[src/pkg/wcd_cfg.svh]
// wiper command decoder: register offsets, status fields, resets, timing
// assumes one 200 MHz clock and an axi4-lite word-aligned register bus
`ifndef WCD_CFG_SVH
`define WCD_CFG_SVH

`define WCD_OFF_CMD 8'h00
`define WCD_OFF_RDBK 8'h04
`define WCD_OFF_STAT 8'h08
`define WCD_OFF_WIPE 8'h0c

`define WCD_ST_BUSY 0
`define WCD_ST_LIN 1
`define WCD_ST_SHDN 2
`define WCD_ST_TOP 3
`define WCD_ST_BOT 4
`define WCD_ST_CTRL 8
`define WCD_RB_VALID 8

`define WCD_NVM_RST 8'h80
`define WCD_CTRL_RST 4'h0

`define WCD_RESP_OKAY 2'b00
`define WCD_RESP_SLVERR 2'b10
`define WCD_RESP_DECERR 2'b11

`define WCD_SRST_NS 30000
`define WCD_CLK_MHZ 200

`endif

[src/pkg/wcd_pkg.sv]
// wiper command decoder: command codes, sequencer states, step kinds
// assumes nothing beyond the command word layout
package wcd_pkg;
   typedef enum logic [3:0] {
      WCD_NOP = 4'h0, WCD_WR_WIPER = 4'h1, WCD_WR_INPUT = 4'h2,
      WCD_READBACK = 4'h3, WCD_STEP = 4'h4, WCD_SHIFT = 4'h5,
      WCD_LOAD = 4'h6, WCD_COPY = 4'h7, WCD_WR_NVM = 4'h8,
      WCD_SCALE = 4'h9, WCD_SRST = 4'hb, WCD_SHUTDOWN = 4'hc,
      WCD_WR_CTRL = 4'hd
   } wcd_cmd_e;

   typedef enum logic [2:0] {
      WCD_ST_INIT = 3'b001,
      WCD_ST_IDLE = 3'b010,
      WCD_ST_RESET = 3'b100
   } wcd_state_e;

   typedef enum logic [1:0] {
      WCD_INC = 2'h0, WCD_DEC = 2'h1, WCD_DBL = 2'h2, WCD_HALF = 2'h3
   } wcd_step_e;
endpackage

[src/pkg/wcd_reg_if.sv]
// register access between the bus slave and the command core
// assumes the slave drives strobes and the core answers in the same cycle
`timescale 1ns/100ps
interface wcd_reg_if #(parameter int ADDR_W = 8);
   logic wr_en;
   logic [ADDR_W-1:0] wr_addr;
   logic [31:0] wr_data;
   logic [3:0] wr_strb;
   logic [1:0] wr_resp;
   logic rd_en;
   logic [ADDR_W-1:0] rd_addr;
   logic [31:0] rd_data;
   logic [1:0] rd_resp;
   modport bus (output wr_en, wr_addr, wr_data, wr_strb, rd_en, rd_addr,
      input wr_resp, rd_data, rd_resp);
   modport core (input wr_en, wr_addr, wr_data, wr_strb, rd_en, rd_addr,
      output wr_resp, rd_data, rd_resp);
endinterface // wcd_reg_if

[src/rtl/wcd_axil.sv]
// axi4-lite slave front end for the command decoder registers
// assumes the core answers strobes combinationally through the interface
`timescale 1ns/100ps
module wcd_axil #(parameter int ADDR_W = 8) (
   input wire logic aclk,
   input wire logic aresetn,
   input wire logic [ADDR_W-1:0] s_axi_awaddr,
   input wire logic s_axi_awvalid,
   output logic s_axi_awready,
   input wire logic [31:0] s_axi_wdata,
   input wire logic [3:0] s_axi_wstrb,
   input wire logic s_axi_wvalid,
   output logic s_axi_wready,
   output logic [1:0] s_axi_bresp,
   output logic s_axi_bvalid,
   input wire logic s_axi_bready,
   input wire logic [ADDR_W-1:0] s_axi_araddr,
   input wire logic s_axi_arvalid,
   output logic s_axi_arready,
   output logic [31:0] s_axi_rdata,
   output logic [1:0] s_axi_rresp,
   output logic s_axi_rvalid,
   input wire logic s_axi_rready,
   wcd_reg_if.bus rif
);
   logic aw_full_q, w_full_q;
   logic [ADDR_W-1:0] awaddr_q;
   logic [31:0] wdata_q;
   logic [3:0] wstrb_q;

   // address and data held apart so either may come first
   assign s_axi_awready = ~aw_full_q;
   assign s_axi_wready = ~w_full_q;
   assign s_axi_arready = ~s_axi_rvalid;
   wire do_wr = aw_full_q & w_full_q & ~s_axi_bvalid;
   assign rif.wr_en = do_wr;
   assign rif.wr_addr = awaddr_q;
   assign rif.wr_data = wdata_q;
   assign rif.wr_strb = wstrb_q;
   assign rif.rd_en = s_axi_arvalid & ~s_axi_rvalid;
   assign rif.rd_addr = s_axi_araddr;

   always_ff @(posedge aclk) begin
      if (!aresetn) begin
         aw_full_q <= 1'b0;
         w_full_q <= 1'b0;
         awaddr_q <= '0;
         wdata_q <= '0;
         wstrb_q <= '0;
         s_axi_bvalid <= 1'b0;
         s_axi_bresp <= 2'h0;
         s_axi_rvalid <= 1'b0;
         s_axi_rdata <= 32'h0;
         s_axi_rresp <= 2'h0;
      end else begin
         if (s_axi_awvalid && !aw_full_q) begin
            aw_full_q <= 1'b1;
            awaddr_q <= s_axi_awaddr;
         end else if (do_wr) begin
            aw_full_q <= 1'b0;
         end
         if (s_axi_wvalid && !w_full_q) begin
            w_full_q <= 1'b1;
            wdata_q <= s_axi_wdata;
            wstrb_q <= s_axi_wstrb;
         end else if (do_wr) begin
            w_full_q <= 1'b0;
         end
         if (do_wr) begin
            s_axi_bvalid <= 1'b1;
            s_axi_bresp <= rif.wr_resp;
         end else if (s_axi_bready) begin
            s_axi_bvalid <= 1'b0;
         end
         if (rif.rd_en) begin
            s_axi_rvalid <= 1'b1;
            s_axi_rdata <= rif.rd_data;
            s_axi_rresp <= rif.rd_resp;
         end else if (s_axi_rready) begin
            s_axi_rvalid <= 1'b0;
         end
      end
   end
endmodule // wcd_axil

[src/rtl/wcd_step.sv]
// one wiper step: linear up/down and doubling/halving
// assumes an unsigned wiper code of W bits
`timescale 1ns/100ps
module wcd_step import wcd_pkg::*; #(parameter int W = 8) (
   input wire logic [W-1:0] value,
   input wire wcd_step_e op,
   output logic [W-1:0] result
);
   wire at_top = &value;
   wire at_zero = ~|value;
   wire [W-1:0] one = {{(W-1){1'b0}}, 1'b1};
   wire [W-1:0] dbl = at_zero ? one : (value[W-1] ? '1 : value << 1);
   wire [W-1:0] inc = at_top ? value : value + one;
   wire [W-1:0] dec = at_zero ? value : value - one;

   always_comb begin
      unique case (op)
         WCD_INC: result = inc;
         WCD_DEC: result = dec;
         WCD_DBL: result = dbl;
         WCD_HALF: result = value >> 1;
      endcase
   end
endmodule // wcd_step

[src/rtl/wcd_top.sv]
// wiper command decoder: executes 16-bit command words written by software
// assumes a synchronous active-low reset, pins synchronous to aclk
//
// Behaviour
// - word is code[15:12], address[11:8], data[7:0]; code zero does nothing.
// - input register tracks the wiper unless written by the input write.
// - code 0110 copies input to wiper for addressed or all channels.
// - active load pin copies every input register into its wiper.
// - load pin is ignored while a command executes.
// - independent pin sampled after reset; both strings load from memory.
// - linear gain mode is independent pin OR control bit D2.
// - readback D1:D0 picks input, memory, control or wiper.
// - code 0100 steps wiper up for D0=1, down for D0=0.
// - code 0101 doubles for D0=1, halves for D0=0; A3 means all.
// - doubling with top bit set gives all ones; halving zero stays zero.
// - code 1001 enters or leaves top or bottom scale, wiper kept.
// - code 1100 enters shutdown for D0=1, leaves for D0=0.
// - code 1011 reloads every wiper from memory over about 30 us.
// - in linear mode A3 all channels and A2 the second string; outside it the second string is never addressed; memory locations 0-3.
//
// The AXI4-Lite register port and the placing of the registers were decided locally.
`timescale 1ns/100ps
`include "wcd_cfg.svh"
module wcd_top import wcd_pkg::*; #(
   parameter int W = 8,
   parameter int ADDR_W = 8,
   parameter int SRST_CYCLES =
      (`WCD_SRST_NS * `WCD_CLK_MHZ + 999) / 1000
) (
   input wire logic aclk,
   input wire logic aresetn,
   input wire logic [ADDR_W-1:0] s_axi_awaddr,
   input wire logic s_axi_awvalid,
   output logic s_axi_awready,
   input wire logic [31:0] s_axi_wdata,
   input wire logic [3:0] s_axi_wstrb,
   input wire logic s_axi_wvalid,
   output logic s_axi_wready,
   output logic [1:0] s_axi_bresp,
   output logic s_axi_bvalid,
   input wire logic s_axi_bready,
   input wire logic [ADDR_W-1:0] s_axi_araddr,
   input wire logic s_axi_arvalid,
   output logic s_axi_arready,
   output logic [31:0] s_axi_rdata,
   output logic [1:0] s_axi_rresp,
   output logic s_axi_rvalid,
   input wire logic s_axi_rready,
   input wire logic load_wiper_strobe_n,
   input wire logic independent_strings_pin,
   output logic [W-1:0] wiper_wb_level,
   output logic [W-1:0] wiper_aw_level,
   output logic shutdown_active,
   output logic linear_mode_active
);
   localparam int NCH = 2;
   localparam int NNVM = 4;
   localparam int CW = $clog2(SRST_CYCLES + 1);
   localparam logic [CW-1:0] SRST_LAST = CW'(SRST_CYCLES - 1);

   wcd_reg_if #(.ADDR_W(ADDR_W)) rif ();

   wcd_axil #(.ADDR_W(ADDR_W)) u_axil (
      .aclk(aclk),
      .aresetn(aresetn),
      .s_axi_awaddr(s_axi_awaddr),
      .s_axi_awvalid(s_axi_awvalid),
      .s_axi_awready(s_axi_awready),
      .s_axi_wdata(s_axi_wdata),
      .s_axi_wstrb(s_axi_wstrb),
      .s_axi_wvalid(s_axi_wvalid),
      .s_axi_wready(s_axi_wready),
      .s_axi_bresp(s_axi_bresp),
      .s_axi_bvalid(s_axi_bvalid),
      .s_axi_bready(s_axi_bready),
      .s_axi_araddr(s_axi_araddr),
      .s_axi_arvalid(s_axi_arvalid),
      .s_axi_arready(s_axi_arready),
      .s_axi_rdata(s_axi_rdata),
      .s_axi_rresp(s_axi_rresp),
      .s_axi_rvalid(s_axi_rvalid),
      .s_axi_rready(s_axi_rready),
      .rif(rif.bus)
   );

   // state
   wcd_state_e state_q, state_d;
   logic [CW-1:0] cnt_q, cnt_d;
   logic [W-1:0] wiper_q [NCH];
   logic [W-1:0] wiper_d [NCH];
   logic [W-1:0] input_q [NCH];
   logic [W-1:0] input_d [NCH];
   logic [W-1:0] nvm_q [NNVM];
   logic [W-1:0] nvm_d [NNVM];
   logic [NCH-1:0] wiper_ld;
   logic [15:0] cmd_q;
   logic [3:0] ctrl_q;
   logic independent_strings_pin_q;
   logic top_q, bot_q, shdn_q;
   logic [W-1:0] rdbk_q;
   logic rdbk_vld_q;
   logic [W-1:0] level_q [NCH];

   function automatic logic [W-1:0] scaled(input logic [W-1:0] v,
         input logic top, input logic bot);
      scaled = top ? '1 : (bot ? '0 : v);
   endfunction

   // command word fields
   wire [3:0] code_raw = rif.wr_data[15:12];
   wcd_cmd_e code;
   assign code = wcd_cmd_e'(code_raw);
   wire [3:0] addr = rif.wr_data[11:8];
   wire [W-1:0] data = rif.wr_data[W-1:0];
   wire d0 = rif.wr_data[0];

   wire idle = (state_q == WCD_ST_IDLE);
   wire init = (state_q == WCD_ST_INIT);
   wire srst_done = (state_q == WCD_ST_RESET) && (cnt_q == SRST_LAST);
   wire lin = independent_strings_pin_q | ctrl_q[2];

   // bus decode
   wire wr_cmd = rif.wr_en && (rif.wr_addr == `WCD_OFF_CMD);
   wire strb_ok = &rif.wr_strb[1:0];
   wire exec = wr_cmd && idle && strb_ok;
   wire wr_ro = (rif.wr_addr == `WCD_OFF_RDBK) ||
      (rif.wr_addr == `WCD_OFF_STAT) || (rif.wr_addr == `WCD_OFF_WIPE);
   assign rif.wr_resp = (wr_cmd && exec) ? `WCD_RESP_OKAY :
      ((wr_cmd || wr_ro) ? `WCD_RESP_SLVERR : `WCD_RESP_DECERR);

   // channel and memory selection
   wire [NCH-1:0] sel;
   assign sel[0] = addr[3] | ~addr[2];
   assign sel[1] = lin & (addr[3] | addr[2]);
   wire rb_ch = addr[2] & lin;
   wire [1:0] nvm_loc = addr[2] ? 2'h1 : addr[1:0];

   // hardware load: level acts only when no command is being taken
   wire hw_ld = ~load_wiper_strobe_n & idle & ~exec;

   wcd_step_e step_op;
   assign step_op = (code == WCD_STEP) ? (d0 ? WCD_INC : WCD_DEC) :
      (d0 ? WCD_DBL : WCD_HALF);

   genvar c;
   generate
      for (c = 0; c < NCH; c++) begin : g_ch
         logic [W-1:0] step_res;
         wire hit = exec && sel[c];

         wcd_step #(.W(W)) u_step (
            .value(wiper_q[c]),
            .op(step_op),
            .result(step_res)
         );

         always_comb begin
            wiper_d[c] = wiper_q[c];
            input_d[c] = input_q[c];
            wiper_ld[c] = 1'b0;
            if (init || srst_done) begin
               wiper_d[c] = nvm_q[c];
               wiper_ld[c] = 1'b1;
            end else if (hit) begin
               unique case (code)
                  WCD_WR_WIPER: begin
                     wiper_d[c] = data;
                     wiper_ld[c] = 1'b1;
                  end
                  WCD_WR_INPUT: input_d[c] = data;
                  WCD_STEP, WCD_SHIFT: begin
                     wiper_d[c] = step_res;
                     wiper_ld[c] = 1'b1;
                  end
                  WCD_LOAD: begin
                     wiper_d[c] = input_q[c];
                     wiper_ld[c] = 1'b1;
                  end
                  WCD_COPY: begin
                     if (!d0) begin
                        wiper_d[c] = nvm_q[c];
                        wiper_ld[c] = 1'b1;
                     end
                  end
                  default: ;
               endcase
            end else if (hw_ld) begin
               wiper_d[c] = input_q[c];
               wiper_ld[c] = 1'b1;
            end
            // any wiper load drags the input register along
            if (wiper_ld[c]) begin
               input_d[c] = wiper_d[c];
            end
         end

         always_ff @(posedge aclk) begin
            if (!aresetn) begin
               wiper_q[c] <= `WCD_NVM_RST;
               input_q[c] <= `WCD_NVM_RST;
               level_q[c] <= '0;
            end else begin
               wiper_q[c] <= wiper_d[c];
               input_q[c] <= input_d[c];
               level_q[c] <= scaled(wiper_q[c], top_q, bot_q);
            end
         end
      end
   endgenerate

   // nonvolatile store, modelled as flops reset to midscale
   always_comb begin
      for (int i = 0; i < NNVM; i++) begin
         nvm_d[i] = nvm_q[i];
      end
      if (exec && code == WCD_WR_NVM) begin
         nvm_d[nvm_loc] = data;
      end
      if (exec && code == WCD_COPY && d0) begin
         for (int i = 0; i < NCH; i++) begin
            if (sel[i]) begin
               nvm_d[i] = wiper_q[i];
            end
         end
      end
   end

   always_ff @(posedge aclk) begin
      if (!aresetn) begin
         for (int i = 0; i < NNVM; i++) begin
            nvm_q[i] <= `WCD_NVM_RST;
         end
      end else begin
         nvm_q <= nvm_d;
      end
   end

   // sequencer: startup load, idle, software reset wait
   always_comb begin
      state_d = state_q;
      cnt_d = cnt_q;
      unique case (state_q)
         WCD_ST_INIT: state_d = WCD_ST_IDLE;
         WCD_ST_IDLE: begin
            if (exec && code == WCD_SRST) begin
               state_d = WCD_ST_RESET;
               cnt_d = '0;
            end
         end
         WCD_ST_RESET: begin
            if (srst_done) begin
               state_d = WCD_ST_IDLE;
            end else begin
               cnt_d = cnt_q + CW'(1);
            end
         end
         default: state_d = WCD_ST_INIT;
      endcase
   end

   always_ff @(posedge aclk) begin
      if (!aresetn) begin
         state_q <= WCD_ST_INIT;
         cnt_q <= '0;
      end else begin
         state_q <= state_d;
         cnt_q <= cnt_d;
      end
   end

   // pin is caught after release, not in reset
   always_ff @(posedge aclk) begin
      if (!aresetn) begin
         independent_strings_pin_q <= 1'b0;
      end else if (init) begin
         independent_strings_pin_q <= independent_strings_pin;
      end
   end

   // scale, shutdown and control flags
   wire scale_cmd = exec && code == WCD_SCALE;
   wire shdn_cmd = exec && code == WCD_SHUTDOWN;
   wire scale_exit = |wiper_ld || shdn_cmd;
   always_ff @(posedge aclk) begin
      if (!aresetn) begin
         top_q <= 1'b0;
         bot_q <= 1'b0;
         shdn_q <= 1'b0;
         ctrl_q <= `WCD_CTRL_RST;
         cmd_q <= 16'h0;
      end else begin
         if (scale_cmd) begin
            top_q <= rif.wr_data[7] & d0;
            bot_q <= ~rif.wr_data[7] & d0;
         end else if (scale_exit) begin
            top_q <= 1'b0;
            bot_q <= 1'b0;
         end
         if (shdn_cmd) begin
            shdn_q <= d0;
         end
         if (exec && code == WCD_WR_CTRL) begin
            ctrl_q <= rif.wr_data[3:0];
         end
         if (exec) begin
            cmd_q <= rif.wr_data[15:0];
         end
      end
   end

   // readback source selection
   logic [W-1:0] rb_src;
   always_comb begin
      unique case (rif.wr_data[1:0])
         2'h0: rb_src = input_q[rb_ch];
         2'h1: rb_src = nvm_q[nvm_loc];
         2'h2: rb_src = W'(ctrl_q);
         2'h3: rb_src = wiper_q[rb_ch];
      endcase
   end

   wire rd_rdbk = rif.rd_en && (rif.rd_addr == `WCD_OFF_RDBK);
   wire rb_set = exec && code == WCD_READBACK;
   always_ff @(posedge aclk) begin
      if (!aresetn) begin
         rdbk_q <= '0;
         rdbk_vld_q <= 1'b0;
      end else begin
         if (rb_set) begin
            rdbk_q <= rb_src;
         end
         // a readback set beats a read clear
         rdbk_vld_q <= rb_set | (rdbk_vld_q & ~rd_rdbk);
      end
   end

   // register read mux
   logic [31:0] stat_w;
   logic [31:0] rdbk_w;
   always_comb begin
      stat_w = 32'h0;
      stat_w[`WCD_ST_BUSY] = ~idle;
      stat_w[`WCD_ST_LIN] = lin;
      stat_w[`WCD_ST_SHDN] = shdn_q;
      stat_w[`WCD_ST_TOP] = top_q;
      stat_w[`WCD_ST_BOT] = bot_q;
      stat_w[`WCD_ST_CTRL +: 4] = ctrl_q;
      rdbk_w = 32'h0;
      rdbk_w[W-1:0] = rdbk_q;
      rdbk_w[`WCD_RB_VALID] = rdbk_vld_q;
   end

   wire rd_cmd = rif.rd_addr == `WCD_OFF_CMD;
   wire rd_rb = rif.rd_addr == `WCD_OFF_RDBK;
   wire rd_st = rif.rd_addr == `WCD_OFF_STAT;
   wire rd_wp = rif.rd_addr == `WCD_OFF_WIPE;
   wire [31:0] wipe_w = 32'({wiper_q[1], wiper_q[0]});
   assign rif.rd_data = rd_cmd ? {16'h0, cmd_q} :
      rd_rb ? rdbk_w :
      rd_st ? stat_w :
      rd_wp ? wipe_w : 32'h0;
   assign rif.rd_resp = (rd_cmd | rd_rb | rd_st | rd_wp) ?
      `WCD_RESP_OKAY : `WCD_RESP_DECERR;

   // outputs come straight from flops, except linear_mode_active, which ORs two flops
   assign wiper_wb_level = level_q[0];
   assign wiper_aw_level = level_q[1];
   assign shutdown_active = shdn_q;
   assign linear_mode_active = independent_strings_pin_q | ctrl_q[2];
endmodule // wcd_top

[config.mk]
export PLATFORM = sky130hd
export DESIGN_NAME = wcd_top
export DESIGN_NICKNAME = d
export VERILOG_FILES = /design/src/pkg/wcd_pkg.sv /design/src/pkg/wcd_reg_if.sv /design/src/rtl/wcd_axil.sv /design/src/rtl/wcd_step.sv /design/src/rtl/wcd_top.sv
export VERILOG_INCLUDE_DIRS = /design/src /design/src/pkg
export SDC_FILE = /design/constraint.sdc
export NUM_CORES = 1
export LEC_CHECK = 0
export ABC_AREA = 1
export CAP_MARGIN = 10
export CORE_AREA = 5 5 193 195
export CTS_CLUSTER_SIZE = 20
export DETAILED_ROUTE_END_ITERATION = 7
export DIE_AREA = 0 0 198 200
export DONT_BUFFER_PORTS = 1
export PLACE_DENSITY_LB_ADDON = 0.25
export SYNTH_ARGS = -nofsm -noshare
export SYNTH_HDL_FRONTEND = slang
export SYNTH_SLANG_ARGS = --single-unit
[constraint.sdc]
create_clock -name aclk -period 5 [get_ports aclk]
set_input_delay 1.5 -clock aclk [delete_from_list [all_inputs] [get_ports aclk]]
set_output_delay 1.5 -clock aclk [all_outputs]
set_load 0.01 [all_outputs]
==> results.md <==
- The biggest area contributor in the post-synthesis netlist is sky130_fd_sc_hd__dfxtp_1.
- The synthesized design contains 178 register bits.
- The worst register-to-register path ends at input_q[0][2].
- The part of the cycle the worst path needs is 58.55%.
- The final net count is 1607.
- From synthesis to final layout, the design area changed by 7.198%.
- Setup repair after global routing left no endpoint under its margin.
- For the worst setup path, the data arrival time is 3.33 ns.
- Post-CTS timing repair inserted 0 buffers for setup.
- The number of flops mapped to enable cells by yosys is 0.
- The first-pass GRT wire length is 60.80 mm.
- After synthesis the cells add up to 0.01045 mm^2.
- In this run the horizontal extent of the chip is 198 um.
- Timing would allow up to 341.6 MHz.
- The clock insertion delay at the later pin of the skew report is 0.46 ns.
- On the critical path the largest part of the delay comes from simple AND/OR/NAND/NOR gates.
- Counting distinct cell types in the post-synthesis netlist gives 51.
- The row count is 69.
- The number of gates resized after CTS was 0.
- The clock input transition at the sequential cells of the worst setup and hold paths is 0.09 ns.
- The signal on the critical path passes through inv_2, nor2_1, nand2_1, inv_1, o2bb2ai_1, nor3_1, nand2_1, nand3_1, nand2_1, nand2_1, a21oi_1.
- The launch point of the worst reg-to-reg path is u_axil.rif.wr_data[14].
- The largest single stage delay on the critical path is 0.67 ns.
- The post-synthesis cell count is 1594.
- The number of hold buffers added after CTS is 0.
- The summed area of non-filler cells in the final layout is 0.01120 mm^2.
- The power density normalized to cell area is 363.1 mW/mm^2.
- The largest individual stage delay along the critical path comes from the cell sky130_fd_sc_hd__nor2_1.
- The reported max-cap violation count is 0.
- Detailed placement finished with a half-perimeter wire length of 28.88 mm.
- The clock sink count is 178.
- For this run, design rule violations remaining after detail routing come to 0.
- The total congestion overflow is 0.
- After synthesis, the largest area contributor takes up 34.11% of total cell area.
- The initial utilization of the core area, before any placement, comes to 29.66%.
- The largest net degree at the start of global routing is 125.
- The final worst clock skew is 0.02083 ns.
- The die area is 0.03960 mm^2.
- The count of final setup violators is 0.
- The type of element capturing the critical path is a flop.
- The via count of the first global-routing pass came to 9839.
- The depth of the CTS H-tree is 4.
- The synthesized area divided by synthesized cell count is 6.554 um^2.
- The Yosys step of the flow raised 0 warnings.
- The count of boundary I/O pins is 120.
- The count of TritonRoute iterations in the first routing pass is 5.
- The worst hold path was traced through 2 stages.
- Summing over every cut layer, the via total after detailed routing is 10690.
- The combinational family with the most area after synthesis is simple AND/OR/NAND/NOR gates.
- CTS placed an instance of sky130_fd_sc_hd__clkbuf_16 at the clock tree root.
- From bottom edge to top edge, the die measures 200 um.
- The placed standard-cell area is 0.01064 mm^2.
- The number of nets still failing antenna checks after routing is 0.
- The arithmetic-cell share of the synthesized area counting full adders, half adders and majority gates is 0.5988%.
- Including well taps, the total number of placed cells is 1983.
- In the post-synthesis netlist, the biggest area contributors are sky130_fd_sc_hd__dfxtp_1 (34%), sky130_fd_sc_hd__nand2_1 (12%), sky130_fd_sc_hd__a21oi_1 (8.0%).
- The startpoint-to-endpoint class of the critical path is flop to flop.
- After synthesis, flip-flops and latches occupy 34.11% of the total area.
- The final routed wire length divided by cell count is 19.94 um.
- After Yosys synthesis, and, or, nand and nor cells account for 28.26% of the synthesized area.
- The worst setup margin is 2.073 ns.
- The filler-free cell count of the finished design is 2014.
- The wire length after detailed routing is 40.16 mm.
- The final hold violation count is 0.
- STA puts the critical path data required time at 5.40 ns.
- In the global route stage, overall resource usage came out at 19.96%.
- The number of antenna violations at the first check in global routing came to 0.
- Along the worst path, the maximum fanout reaches 12.
- The pre-CTS worst setup slack is 1.717 ns.
- The final-report max-slew violation count was 0.
- The number of cells on the worst reg-to-reg path is 11.
- Multiplexer cells account for 0% of the synthesized area.
- For this run, the leading register cell type out of synthesis is sky130_fd_sc_hd__dfxtp_1.
- For this design the static power due to leakage is 4.589 nW.
- The worst min-delay path class is flop to flop.
- The worst-case headroom to the max-slew limit is 29.84%.
- The standard cell core area is 0.03522 mm^2.
- Hold timing on the final database bottoms out at a slack of 0.4478 ns.
- After synthesis, the most frequently instantiated cells are sky130_fd_sc_hd__nand2_1 (346), sky130_fd_sc_hd__dfxtp_1 (178), sky130_fd_sc_hd__inv_1 (171).
- The worst register-to-register path has a setup slack of 2.07 ns.
- Of all flip-flops after synthesis, the portion carrying an async set or reset was 0%.
- The TritonCTS clock tree is done.
- The critical path startpoint category is a flop.
- The routed design could run at a clock period as short as 2.927 ns.
- The number of clock buffers inserted by TritonCTS is 17.
- VDD sags by at most 270.2 uV.
- At the pin with the least slew margin, the transition time is 1.046 ns.
- The total of buffers placed on input and output ports is 0.
- The number of antenna diodes in the final layout is 0.
- The buffer depth of the longest clock path is 2.
- Summing the areas of all compound-gate instances in the mapped netlist gives 23.93% of the synthesized area.
- The combined buffer and inverter count along the critical path is 2.
- The setup TNS is 0 ns.
- The post-route netlist has 6.697% of its cells at a drive strength greater than 1.
- The cell repeated most along the worst path is sky130_fd_sc_hd__nand2_1.
- The ratio of routed vias to standard cells is 5.307.
- The flow ran to the end, and the final reports show no timing, DRC or antenna violations.
- In this run, the number of DRC markers left after iteration 0 of detailed routing was 1153.
- The synthesized netlist devotes 1.257% of its cell area to XOR and XNOR gates.
- The most common cell in the netlist is sky130_fd_sc_hd__nand2_1.
- The congestion estimate from routability-driven global placement came to 0.9430.
-- layer usage --
layer	track usage [%]	vias to the layer above	share of wire [%]
met4	6.070	0	2.6
li1	-	5163	-
met2	31.02	484	44
met5	0	-	0
met3	4.095	64	8.1
met1	28.03	4978	45
-- through the flow --
| stage | utilization (%) | power [mW] |
|---|---|---|
| after floorplan | - | 2.410 |
| after global routing | 31.80 | 4.259 |
| after global placement | 30.22 | 2.724 |
| after detailed placement | 30.22 | 2.723 |
| final | 31.80 | 4.066 |
| after CTS | 31.80 | 4.057 |
-- flip-flops by register name (all words and copies together), names as in the netlist, 2 cells and up, named ones only --
register and count:
u_axil.rif.wr_strb 2, cnt_q 13, u_axil.rif.wr_data 16, u_axil.s_axi_rdata 16
u_axil.rif.wr_addr 8, nvm_q 16, level_q 16, state_q 3
cmd_q 16, input_q 16, ctrl_q 4, wiper_q 16
rdbk_q 8, u_axil.s_axi_bresp 2
-- area by class of cell --
class,count,area [um^2]
sequential,178,3563
tap,461,576.8
clock inverter,12,122.6
multi-input combinational,1139,5707
clock buffer,19,432.9
fill,3903,24020
inverter,198,744.5
timing repair buffer,7,52.55
-- cells in the final DEF, fill, tap and decap left out, types with 18 or more instances in the layout --
master / count
sky130_fd_sc_hd__nor2_1: 137
sky130_fd_sc_hd__o21ai_0: 150
sky130_fd_sc_hd__inv_1: 170
sky130_fd_sc_hd__a21oi_1: 168
sky130_fd_sc_hd__o211ai_1: 27
sky130_fd_sc_hd__nand3_1: 94
sky130_fd_sc_hd__a31oi_1: 22
sky130_fd_sc_hd__dfxtp_1: 178
sky130_fd_sc_hd__nand4_1: 18
sky130_fd_sc_hd__nand2_1: 346
sky130_fd_sc_hd__nor3_1: 20
-- where the power goes --
group,leakage (nW),total (mW),internal (mW),switching (mW)
sequential,1.45,1.75,1.54,0.216
clock,0.261,1.35,0.696,0.650
combinational,2.87,0.967,0.280,0.686
total,4.59,4.07,2.51,1.55
-- worst max-delay path by stage --
stage          slack [ns]                       from  cells past startpoint               endpoint
6_report             2.07     u_axil.rif.wr_data[14]                     11          input_q[0][2]
5_1_grt              1.86     u_axil.rif.wr_data[14]                     12          input_q[1][4]
4_1_cts              2.17  independent_strings_pin_q                      2     linear_mode_active
3_5_place_dp         1.72            s_axi_araddr[5]                      7  u_axil.s_axi_rdata[8]
3_3_place_gp         1.74            s_axi_araddr[5]                      7  u_axil.s_axi_rdata[8]
2_1_floorplan        2.24            s_axi_araddr[5]                      8  u_axil.s_axi_rdata[2]
-- worst min-delay path: cells and delay by family, from the launching register on --
kind,cells,cell delay (ns)
flip-flops,1,0.32
buffers and inverters,1,0.05
AO/OA/AOI/OAI,1,0.05
-- cells by family (layout without fill, tap and decap cells) --
kind of cell             after synthesis  in the layout
AND/OR/NAND/NOR                      663            663
AO/OA/AOI/OAI                        440            440
adder cells (fa/ha/maj)                5              5
XOR/XNOR                              15             15
buffers and inverters                292            236
flip-flops                           178            178
other                                  1             16
(Power assumes the default switching activity.)
